==> config.mk <==
export PLATFORM = sky130hd
export DESIGN_NAME = itc_interval_timer
export DESIGN_NICKNAME = d
export VERILOG_FILES = /design/src/itc_pkg.sv /design/src/itc_interval_timer.sv
export SDC_FILE = /design/constraint.sdc
export NUM_CORES = 1
export LEC_CHECK = 0
export BUFFER_PORTS_ARGS = -buffer_cell sky130_fd_sc_hd__buf_2
export CORE_AREA = 2 2 158 83
export DETAILED_ROUTE_END_ITERATION = 10
export DIE_AREA = 0 0 160 85
export PLACE_DENSITY = 0.76
export SKIP_CTS_REPAIR_TIMING = 1
export SYNTH_ARGS = -nofsm -noshare
export SYNTH_HDL_FRONTEND = slang
export SYNTH_SLANG_ARGS = --single-unit
==> constraint.sdc <==
create_clock -name i_clk -period 4.85 [get_ports i_clk]
set_input_delay 0.485 -clock i_clk [delete_from_list [all_inputs] [get_ports i_clk]]
set_output_delay 0.485 -clock i_clk [all_outputs]
set_load 0.05 [all_outputs]
==> src/itc_pkg.sv <==
// Constants, register map and carrier types of the interval timer counter
package itc_pkg;

  // ---------------------------------------------------------------------
  // Register indices (byte address is four times the index)
  // ---------------------------------------------------------------------
  localparam logic [7:0] IDX_CONTROL  = 8'ha1;
  localparam logic [7:0] IDX_SUBSEC   = 8'ha2;
  localparam logic [7:0] IDX_SECONDS  = 8'ha3;
  localparam logic [7:0] IDX_MINUTES  = 8'ha4;
  localparam logic [7:0] IDX_HOURS    = 8'ha5;
  localparam logic [7:0] IDX_COMPARE  = 8'ha6;
  localparam logic [7:0] IDX_INT_STAT = 8'ha8;
  localparam logic [7:0] IDX_INT_CLR  = 8'ha9;
  localparam logic [7:0] IDX_INT_EN   = 8'haa;

  // ---------------------------------------------------------------------
  // Control register fields and reset values
  // ---------------------------------------------------------------------
  localparam int BIT_TIME_CLOCK_ENABLE   = 0;
  localparam int BIT_INTERVAL_COUNT_ENABLE   = 1;
  localparam int BIT_FLAG   = 2;
  localparam int BIT_SINGLE = 3;
  localparam int BIT_TB_LO  = 4;
  localparam int BIT_TB_HI  = 5;
  localparam int BIT_H24    = 6;
  localparam logic [7:0] RST_CONTROL = 8'h00;
  localparam logic [7:0] RST_TIME    = 8'h00;
  localparam logic [7:0] RST_COMPARE = 8'h00;

  // ---------------------------------------------------------------------
  // Timing
  // ---------------------------------------------------------------------
  localparam int XTAL_HZ      = 32768;
  localparam int TICKS_PER_S  = 128;
  localparam int XTAL_PER_TICK = XTAL_HZ / TICKS_PER_S;
  localparam logic [7:0] PRE_LAST = 8'(XTAL_PER_TICK - 1);
  localparam logic [7:0] SUBSEC_LAST  = 8'd127;
  localparam logic [7:0] SEC_LAST     = 8'd59;
  localparam logic [7:0] MIN_LAST     = 8'd59;
  localparam logic [7:0] HOUR_LAST_24 = 8'd23;
  localparam logic [7:0] HOUR_LAST    = 8'hff;
  localparam logic [15:0] WAKE_VECTOR = 16'h0053;

  typedef enum logic [1:0] {
    ITC_TB_SUBSEC  = 2'b00,
    ITC_TB_SECONDS = 2'b01,
    ITC_TB_MINUTES = 2'b10,
    ITC_TB_HOURS   = 2'b11
  } itc_timebase_e;

  typedef struct packed {
    logic        psel;
    logic        penable;
    logic        pwrite;
    logic [11:0] paddr;
    logic [31:0] pwdata;
  } itc_apb_req_s;

  typedef struct packed {
    logic [7:0] subsec;
    logic [7:0] seconds;
    logic [7:0] minutes;
    logic [7:0] hours;
  } itc_time_s;

endpackage

==> src/itc_interval_timer.sv <==
// Interval timer counter with time registers and APB register access
//
// Our own choice: the APB interface to the registers.
`timescale 1ns/100ps
module itc_interval_timer
  import itc_pkg::*;
(
  // Clock and reset
  input  wire logic         i_clk,
  input  wire logic         i_sys_rst,
  // Crystal and power state pins
  input  wire logic         i_xtal,
  input  wire logic         i_power_down,
  // APB slave
  input  wire itc_apb_req_s i_apb,
  output      logic         o_pready,
  output      logic         o_pslverr,
  output      logic [31:0]  o_prdata,
  // Interrupt and wake
  output      logic         o_irq,
  output      logic         o_wake,
  output      logic [15:0]  o_irq_vector
);

  // -----------------------------------------------------------------------
  // State
  // -----------------------------------------------------------------------
  typedef struct packed {
    // Input synchronisers
    logic        xtal_s1;
    logic        xtal_s2;
    logic        xtal_s3;
    logic        pd_s1;
    logic        pd_s2;
    // Crystal prescaler, running time and preset copy
    logic [7:0]  pre;
    itc_time_s   live;
    itc_time_s   shadow;
    // Software registers and interval count
    logic [7:0]  control;
    logic [7:0]  compare;
    logic [7:0]  interval;
    logic        int_en;
    // Bus answer
    logic        pready;
    logic        pslverr;
    logic [31:0] prdata;
    // Interrupt outputs
    logic        irq;
    logic        wake;
    logic [15:0] vector;
  } itc_state_s;

  itc_state_s state_ff;
  itc_state_s nxt_state;

  // -----------------------------------------------------------------------
  // Address decode
  // -----------------------------------------------------------------------
  // Listed one by one so a gap in the map never decodes as a register
  function automatic logic itc_mapped(input logic [11:0] addr);
    logic [7:0] idx;
    idx        = addr[9:2];
    itc_mapped = 1'b0;
    if ((addr[1:0] == 2'b00) && (addr[11:10] == 2'b00))
    begin
      case (idx)
        IDX_CONTROL, IDX_SUBSEC, IDX_SECONDS, IDX_MINUTES, IDX_HOURS,
        IDX_COMPARE, IDX_INT_STAT, IDX_INT_CLR, IDX_INT_EN:
          itc_mapped = 1'b1;
        default:
          itc_mapped = 1'b0;
      endcase
    end
  endfunction

  // Presets beyond the last value run on to the 8-bit wrap
  function automatic logic [7:0] itc_step(input logic [7:0] value,
                                          input logic [7:0] last);
    if (value == last)
      itc_step = 8'h00;
    else
      itc_step = value + 8'h01;
  endfunction

  function automatic logic [7:0] itc_read(input itc_state_s s,
                                          input logic [11:0] addr);
    logic [7:0] idx;
    idx = addr[9:2];
    itc_read = 8'h00;
    case (idx)
      IDX_CONTROL:  itc_read = {1'b0, s.control[6:0]};
      IDX_SUBSEC:   itc_read = s.live.subsec;
      IDX_SECONDS:  itc_read = s.live.seconds;
      IDX_MINUTES:  itc_read = s.live.minutes;
      IDX_HOURS:    itc_read = s.live.hours;
      IDX_COMPARE:  itc_read = s.compare;
      IDX_INT_STAT: itc_read = {7'h00, s.control[BIT_FLAG]};
      IDX_INT_EN:   itc_read = {7'h00, s.int_en};
      default:      itc_read = 8'h00;
    endcase
  endfunction

  // -----------------------------------------------------------------------
  // Next state
  // -----------------------------------------------------------------------
  always_comb
  begin
    logic       xedge;
    logic       tick;
    logic [3:0] ovf;
    logic       sel_ovf;
    logic       match;
    logic       access;
    logic       do_write;
    logic [7:0] widx;
    logic [7:0] wd;
    logic [7:0] hour_last;
    logic [7:0] nxt_count;
    xedge     = 1'b0;
    tick      = 1'b0;
    ovf       = 4'h0;
    sel_ovf   = 1'b0;
    match     = 1'b0;
    access    = 1'b0;
    do_write  = 1'b0;
    widx      = 8'h00;
    wd        = 8'h00;
    hour_last = HOUR_LAST;
    nxt_count = 8'h00;
    nxt_state = state_ff;

    // ---------------------------------------------------------------------
    // Synchronisers
    // ---------------------------------------------------------------------
    // Crystal sampled through two flops; edge taken after the second
    nxt_state.xtal_s1 = i_xtal;
    nxt_state.xtal_s2 = state_ff.xtal_s1;
    nxt_state.xtal_s3 = state_ff.xtal_s2;
    nxt_state.pd_s1   = i_power_down;
    nxt_state.pd_s2   = state_ff.pd_s1;
    xedge = state_ff.xtal_s2 & ~state_ff.xtal_s3;

    // ---------------------------------------------------------------------
    // Time keeping
    // ---------------------------------------------------------------------
    // Power-down does not gate the crystal path
    hour_last = state_ff.control[BIT_H24] ? HOUR_LAST_24 : HOUR_LAST;
    if (state_ff.control[BIT_TIME_CLOCK_ENABLE])
    begin
      if (xedge)
      begin
        nxt_state.pre = state_ff.pre + 8'h01;
        tick = (state_ff.pre == PRE_LAST);
      end
      if (tick)
      begin
        ovf[0] = (state_ff.live.subsec == SUBSEC_LAST);
        ovf[1] = ovf[0] && (state_ff.live.seconds == SEC_LAST);
        ovf[2] = ovf[1] && (state_ff.live.minutes == MIN_LAST);
        ovf[3] = ovf[2] && (state_ff.live.hours == hour_last);
        nxt_state.live.subsec = itc_step(state_ff.live.subsec, SUBSEC_LAST);
        if (ovf[0])
          nxt_state.live.seconds = itc_step(state_ff.live.seconds, SEC_LAST);
        if (ovf[1])
          nxt_state.live.minutes = itc_step(state_ff.live.minutes, MIN_LAST);
        if (ovf[2])
          nxt_state.live.hours = itc_step(state_ff.live.hours, hour_last);
      end
    end
    else
    begin
      // Stopped clock reverts to the last preset time
      nxt_state.pre  = 8'h00;
      nxt_state.live = state_ff.shadow;
    end

    // ---------------------------------------------------------------------
    // Interval counter
    // ---------------------------------------------------------------------
    // Clocked by the chosen overflow; a compare of zero means 256 units
    unique case (itc_timebase_e'(state_ff.control[BIT_TB_HI:BIT_TB_LO]))
      ITC_TB_SUBSEC:  sel_ovf = tick;
      ITC_TB_SECONDS: sel_ovf = tick & ovf[0];
      ITC_TB_MINUTES: sel_ovf = tick & ovf[1];
      ITC_TB_HOURS:   sel_ovf = tick & ovf[2];
    endcase
    if (!state_ff.control[BIT_INTERVAL_COUNT_ENABLE])
      nxt_state.interval = 8'h00;
    else if (sel_ovf)
    begin
      nxt_count = state_ff.interval + 8'h01;
      match = (nxt_count == state_ff.compare);
      nxt_state.interval = match ? 8'h00 : nxt_count;
      if (match && state_ff.control[BIT_SINGLE])
        nxt_state.control[BIT_INTERVAL_COUNT_ENABLE] = 1'b0;
    end

    // ---------------------------------------------------------------------
    // Bus answer
    // ---------------------------------------------------------------------
    // Answer only on a crystal edge, write lands at completion
    // Software must allow up to one crystal period of wait per access
    nxt_state.pready  = 1'b0;
    nxt_state.pslverr = 1'b0;
    access = i_apb.psel & i_apb.penable;
    if (access && !state_ff.pready && xedge)
    begin
      nxt_state.pready  = 1'b1;
      nxt_state.pslverr = ~itc_mapped(i_apb.paddr);
      nxt_state.prdata  = {24'h000000, itc_read(state_ff, i_apb.paddr)};
    end

    // ---------------------------------------------------------------------
    // Register writes
    // ---------------------------------------------------------------------
    do_write = access & state_ff.pready & i_apb.pwrite &
               itc_mapped(i_apb.paddr);
    widx = i_apb.paddr[9:2];
    wd   = i_apb.pwdata[7:0];
    if (do_write)
    begin
      case (widx)
        IDX_CONTROL:
        begin
          nxt_state.control[6:3] = wd[6:3];
          nxt_state.control[1:0] = wd[1:0];
          if (!wd[BIT_FLAG])
            nxt_state.control[BIT_FLAG] = 1'b0;
        end
        IDX_SUBSEC:
        begin
          nxt_state.live.subsec   = wd;
          nxt_state.shadow.subsec = wd;
        end
        IDX_SECONDS:
        begin
          nxt_state.live.seconds   = wd;
          nxt_state.shadow.seconds = wd;
        end
        IDX_MINUTES:
        begin
          nxt_state.live.minutes   = wd;
          nxt_state.shadow.minutes = wd;
        end
        IDX_HOURS:
        begin
          nxt_state.live.hours   = wd;
          nxt_state.shadow.hours = wd;
        end
        IDX_COMPARE: nxt_state.compare = wd;
        IDX_INT_CLR:
        begin
          if (wd[0])
            nxt_state.control[BIT_FLAG] = 1'b0;
        end
        IDX_INT_EN:  nxt_state.int_en = wd[0];
        default:     nxt_state.int_en = state_ff.int_en;
      endcase
    end

    // ---------------------------------------------------------------------
    // Match flag and interrupt
    // ---------------------------------------------------------------------
    // A match in the clearing cycle still sets the flag
    if (match)
      nxt_state.control[BIT_FLAG] = 1'b1;

    nxt_state.irq = nxt_state.control[BIT_FLAG] & nxt_state.int_en;
    nxt_state.wake = nxt_state.irq & state_ff.pd_s2;
    nxt_state.vector = WAKE_VECTOR;
  end

  // -----------------------------------------------------------------------
  // Registers
  // -----------------------------------------------------------------------
  always_ff @(posedge i_clk or posedge i_sys_rst)
  begin
    if (i_sys_rst)
    begin
      state_ff         <= '0;
      state_ff.control <= RST_CONTROL;
      state_ff.compare <= RST_COMPARE;
      state_ff.live    <= {4{RST_TIME}};
      state_ff.shadow  <= {4{RST_TIME}};
      state_ff.vector  <= WAKE_VECTOR;
    end
    else
      state_ff <= nxt_state;
  end

  // -----------------------------------------------------------------------
  // Outputs
  // -----------------------------------------------------------------------
  assign o_pready     = state_ff.pready;
  assign o_pslverr    = state_ff.pslverr;
  assign o_prdata     = state_ff.prdata;
  assign o_irq        = state_ff.irq;
  assign o_wake       = state_ff.wake;
  assign o_irq_vector = state_ff.vector;

endmodule

==> impl_metrics.json <==
{
  "setup.worst_path.end_class": "register",
  "final_design_area_no_fill_um2": 7217,
  "synth_seq_area_share": 0.4323,
  "total_of_flip_flops_plus_latches_after_synthesis": 113,
  "number_of_global_route_vias_before_repair": 5136,
  "cts-buffers-inserted": 17,
  "grt_first_pass_wirelength_mm": 28.23,
  "dieArea_um2": 13600,
  "power_frac_clock": 0.547,
  "synthesis.area_per_instance_um2": 8.852,
  "max-clock-path-buffers": 2,
  "setup-tns-final_ns": 0,
  "initial_utilization": 0.5334,
  "leakage_nw": 3.389,
  "floorplan.rows": 29,
  "outcome": "complete, no violations",
  "multi_input_area_um2": 3289,
  "power.net_switching_mw": 0.5653,
  "synth.lib_cells_used.distinct": 69,
  "area_growth_syn_to_layout_pct": 10.33,
  "share_seq_of_total_power": 0.396,
  "clock-root-buffer": "sky130_fd_sc_hd__clkbuf_16",
  "yosys_warnings": 0,
  "fmax_ghz": 0.3539,
  "unrepaired_setup_endpoints_after_global_routing": "false",
  "groute.layer.met1.usage": 0.4210,
  "numPlacedInstances": 904,
  "grt_util_met2": 0.3656,
  "worst_skew_pair.late_latency_ns": 0.42,
  "tightestPinTransition_ns": 0.9374,
  "router_iterations_before_antenna_repair": 5,
  "fp.dieW_um": 160,
  "power_density_relative_to_cell_area_nw_per_um2": 331.9,
  "dominantRegCellSynth": "sky130_fd_sc_hd__dfrtp_1",
  "drc_violations": 0,
  "num-nets-final": 810,
  "layout_worst_path_cycle_share": 0.5827,
  "crit_required_ns": 5.14,
  "max_capacitance_violation_total": 0,
  "placeableCoreArea_um2": 12260,
  "grt.met3_usage": 0.06989,
  "finalCriticalPeriod_ns": 2.826,
  "post_layout_nonfiller_instances": 936,
  "initial_antenna_violation_count": 1,
  "power_switching_share": 0.2360,
  "tritoncts_clock_tree": "yes",
  "wirelength_mm": 17.50,
  "synth_enable_flop_cells": 0,
  "critPathMaxFanout": 13,
  "synthesis.instances": 739,
  "postLayoutSetupSlackWorst_ns": 2.024,
  "globalRouteOverflowTotal": 0,
  "final-hold-violation-count": 0,
  "path_clk_slew_ns": 0.06,
  "place.detailed.hpwl_mm": 12.35,
  "worst_setup_path_start_kind": "register",
  "clock_sinks": 113,
  "ctsHtreeMaxLevel": 4,
  "finalClockSkew_ns": 0.009051,
  "via_density": 5.966,
  "setup_viol": 0,
  "fp.dieH_um": 85,
  "io_buffers": 38,
  "place_worst_setup_slack_ns": 1.876,
  "syn-cell-area_um2": 6541,
  "worstPathArrival_ns": 3.11,
  "fill_cells": 1071,
  "criticalPathCategory": "reg2reg",
  "timing.max_slew.rel_slack": 0.3751,
  "post_drt_wl_per_cell_um": 18.70,
  "worst_ir_drop_vdd_mv": 0.1951,
  "drt.antenna.violating_nets": 0,
  "n_antenna_cell": 0,
  "dr_total_vias": 5584,
  "grt_start_max_net_pins": 76,
  "io-pin-count": 103,
  "placement.cell_area_um2": 6605,
  "first_iter_violations": 757,
  "internal_power_mw": 1.830,
  "global_route.peak_usage_layer": "met1",
  "place_congestion": 0.9631,
  "slew_violations": 0,
  "asyncSetResetFlopFracSynth": 1.000,
  "grt.total_usage": 0.2710,
  "area.sequential_um2": 2828,
  "share_comb_of_total_power": 0.057,
  "hold_path.class": "in2reg",
  "layout-drive-gt1-share": 0.1188,
  "postLayoutCoreUtil": 0.5885
}
[state kept, by name (all words and copies together), names as in the netlist]
| register | flops |
|---|---|
| o_irq | 1 |
| o_pslverr | 1 |
| o_prdata | 8 |
| state_ff | 98 |
| o_pready | 1 |
| nxt_state | 3 |
| o_wake | 1 |
[synth_stat cells, types with 6 or more instances]
master,count,area share
sky130_fd_sc_hd__clkbuf_1,28,0.016
sky130_fd_sc_hd__nand2_1,145,0.083
sky130_fd_sc_hd__a21oi_1,13,0.0099
sky130_fd_sc_hd__xor2_1,14,0.019
sky130_fd_sc_hd__ha_1,6,0.011
sky130_fd_sc_hd__dfrtp_1,113,0.43
sky130_fd_sc_hd__buf_2,6,0.0046
sky130_fd_sc_hd__nor2_1,29,0.017
sky130_fd_sc_hd__or3_1,8,0.0077
sky130_fd_sc_hd__o21ai_0,42,0.032
sky130_fd_sc_hd__mux2_1,12,0.021
sky130_fd_sc_hd__nor3_1,13,0.0099
sky130_fd_sc_hd__xnor2_1,14,0.019
sky130_fd_sc_hd__buf_4,48,0.055
sky130_fd_sc_hd__inv_1,8,0.0046
sky130_fd_sc_hd__nand4_1,15,0.014
sky130_fd_sc_hd__o21ai_1,35,0.027
sky130_fd_sc_hd__nand3_1,34,0.026
sky130_fd_sc_hd__nor4_1,8,0.0077
sky130_fd_sc_hd__a22oi_1,7,0.0080
sky130_fd_sc_hd__mux2i_1,23,0.035
sky130_fd_sc_hd__nor2b_1,10,0.0096
sky130_fd_sc_hd__and3_1,10,0.0096
[layer usage]
metal | up-vias | routed length [um]
met5 | - | 0
met3 | 35 | 1997
li1 | 2548 | -
met1 | 2663 | 8249
met2 | 338 | 6944
met4 | 0 | 308
[worst paths after layout]
path	from	to	slack, ns	cells past startpoint
min in group asynchronous	i_sys_rst	state_ff[102]$_DFFE_PP0P_	0.27	2
worst min-delay path	i_xtal	nxt_state[152]$_DFF_PP0_	0.18	1
worst max-delay path	state_ff[141]$_DFFE_PP0P_	state_ff[112]$_DFF_PP0_	2.02	7
worst min register to register	nxt_state[149]$_DFF_PP0_	state_ff[149]$_DFF_PP0_	0.35	0
worst max register to register	state_ff[141]$_DFFE_PP0P_	state_ff[112]$_DFF_PP0_	2.02	7
max in group asynchronous	i_sys_rst	state_ff[137]$_DFF_PP0_	3.49	3
[worst max-delay path, stage by stage, from the launching register on]
cell	delay, ns
sky130_fd_sc_hd__dfrtp_1	0.39
sky130_fd_sc_hd__ha_1	0.19
sky130_fd_sc_hd__and4b_1	0.37
sky130_fd_sc_hd__and3_1	0.42
sky130_fd_sc_hd__nand3_1	0.45
sky130_fd_sc_hd__nor4_1	0.60
sky130_fd_sc_hd__xnor2_1	0.19
sky130_fd_sc_hd__o21ai_1	0.08
[cells in the final DEF (no fill, tap or decap), types with 6 or more instances in the layout]
cell / instances
sky130_fd_sc_hd__a21oi_1: 13
sky130_fd_sc_hd__a22oi_1: 7
sky130_fd_sc_hd__and3_1: 10
sky130_fd_sc_hd__buf_2: 38
sky130_fd_sc_hd__buf_4: 6
sky130_fd_sc_hd__clkbuf_16: 17
sky130_fd_sc_hd__conb_1: 40
sky130_fd_sc_hd__dfrtp_1: 113
sky130_fd_sc_hd__ha_1: 6
sky130_fd_sc_hd__inv_1: 7
sky130_fd_sc_hd__mux2_1: 12
sky130_fd_sc_hd__mux2i_1: 23
sky130_fd_sc_hd__nand2_1: 145
sky130_fd_sc_hd__nand3_1: 34
sky130_fd_sc_hd__nand4_1: 15
sky130_fd_sc_hd__nor2_1: 29
sky130_fd_sc_hd__nor2b_1: 10
sky130_fd_sc_hd__nor3_1: 13
sky130_fd_sc_hd__nor4_1: 8
sky130_fd_sc_hd__o21ai_0: 42
sky130_fd_sc_hd__o21ai_1: 35
sky130_fd_sc_hd__or3_1: 8
sky130_fd_sc_hd__xnor2_1: 14
sky130_fd_sc_hd__xor2_1: 14
[layout make-up]
| class | count | area share |
|---|---|---|
| Multi-Input combinational cell | 567 | 0.4558 |
| Sequential cell | 113 | 0.3918 |
| Clock buffer | 21 | 0.06241 |
| Timing Repair Buffer | 44 | 0.03259 |
| Tap cell | 170 | 0.02947 |
| Clock inverter | 11 | 0.02236 |
| Inverter | 10 | 0.005548 |
[stage by stage]
step	hold WS (ns)	power (mW)
2_1_floorplan	0.3312	1.093
3_3_place_gp	0.3353	1.098
3_5_place_dp	0.3427	1.099
4_1_cts	0.1762	2.403
5_1_grt	0.1780	2.460
6_report	0.1818	2.395
[power by group through the flow]
stage	sequential (mW)	combinational, mW	clock, mW
after CTS	0.947	0.136	1.32
after global placement	0.964	0.134	0
after floorplan	0.965	0.128	0
after detailed placement	0.964	0.136	0
final	0.947	0.137	1.31
after global routing	0.947	0.145	1.37
[kinds of logic (layout without fill, tap and decap cells)]
| group | count (synthesis) | in the layout | synth area share |
|---|---|---|---|
| other cells | 2 | 40 | 0.001148 |
| simple gates | 317 | 317 | 0.2412 |
| compound gates | 137 | 137 | 0.1270 |
| xor+xnor | 28 | 28 | 0.03749 |
| fa+ha+maj | 6 | 6 | 0.01148 |
| buf+inv | 97 | 86 | 0.08665 |
| mux | 39 | 39 | 0.06274 |
| flops | 113 | 113 | 0.4323 |
No activity file was read; power rests on OpenSTA's default activity.
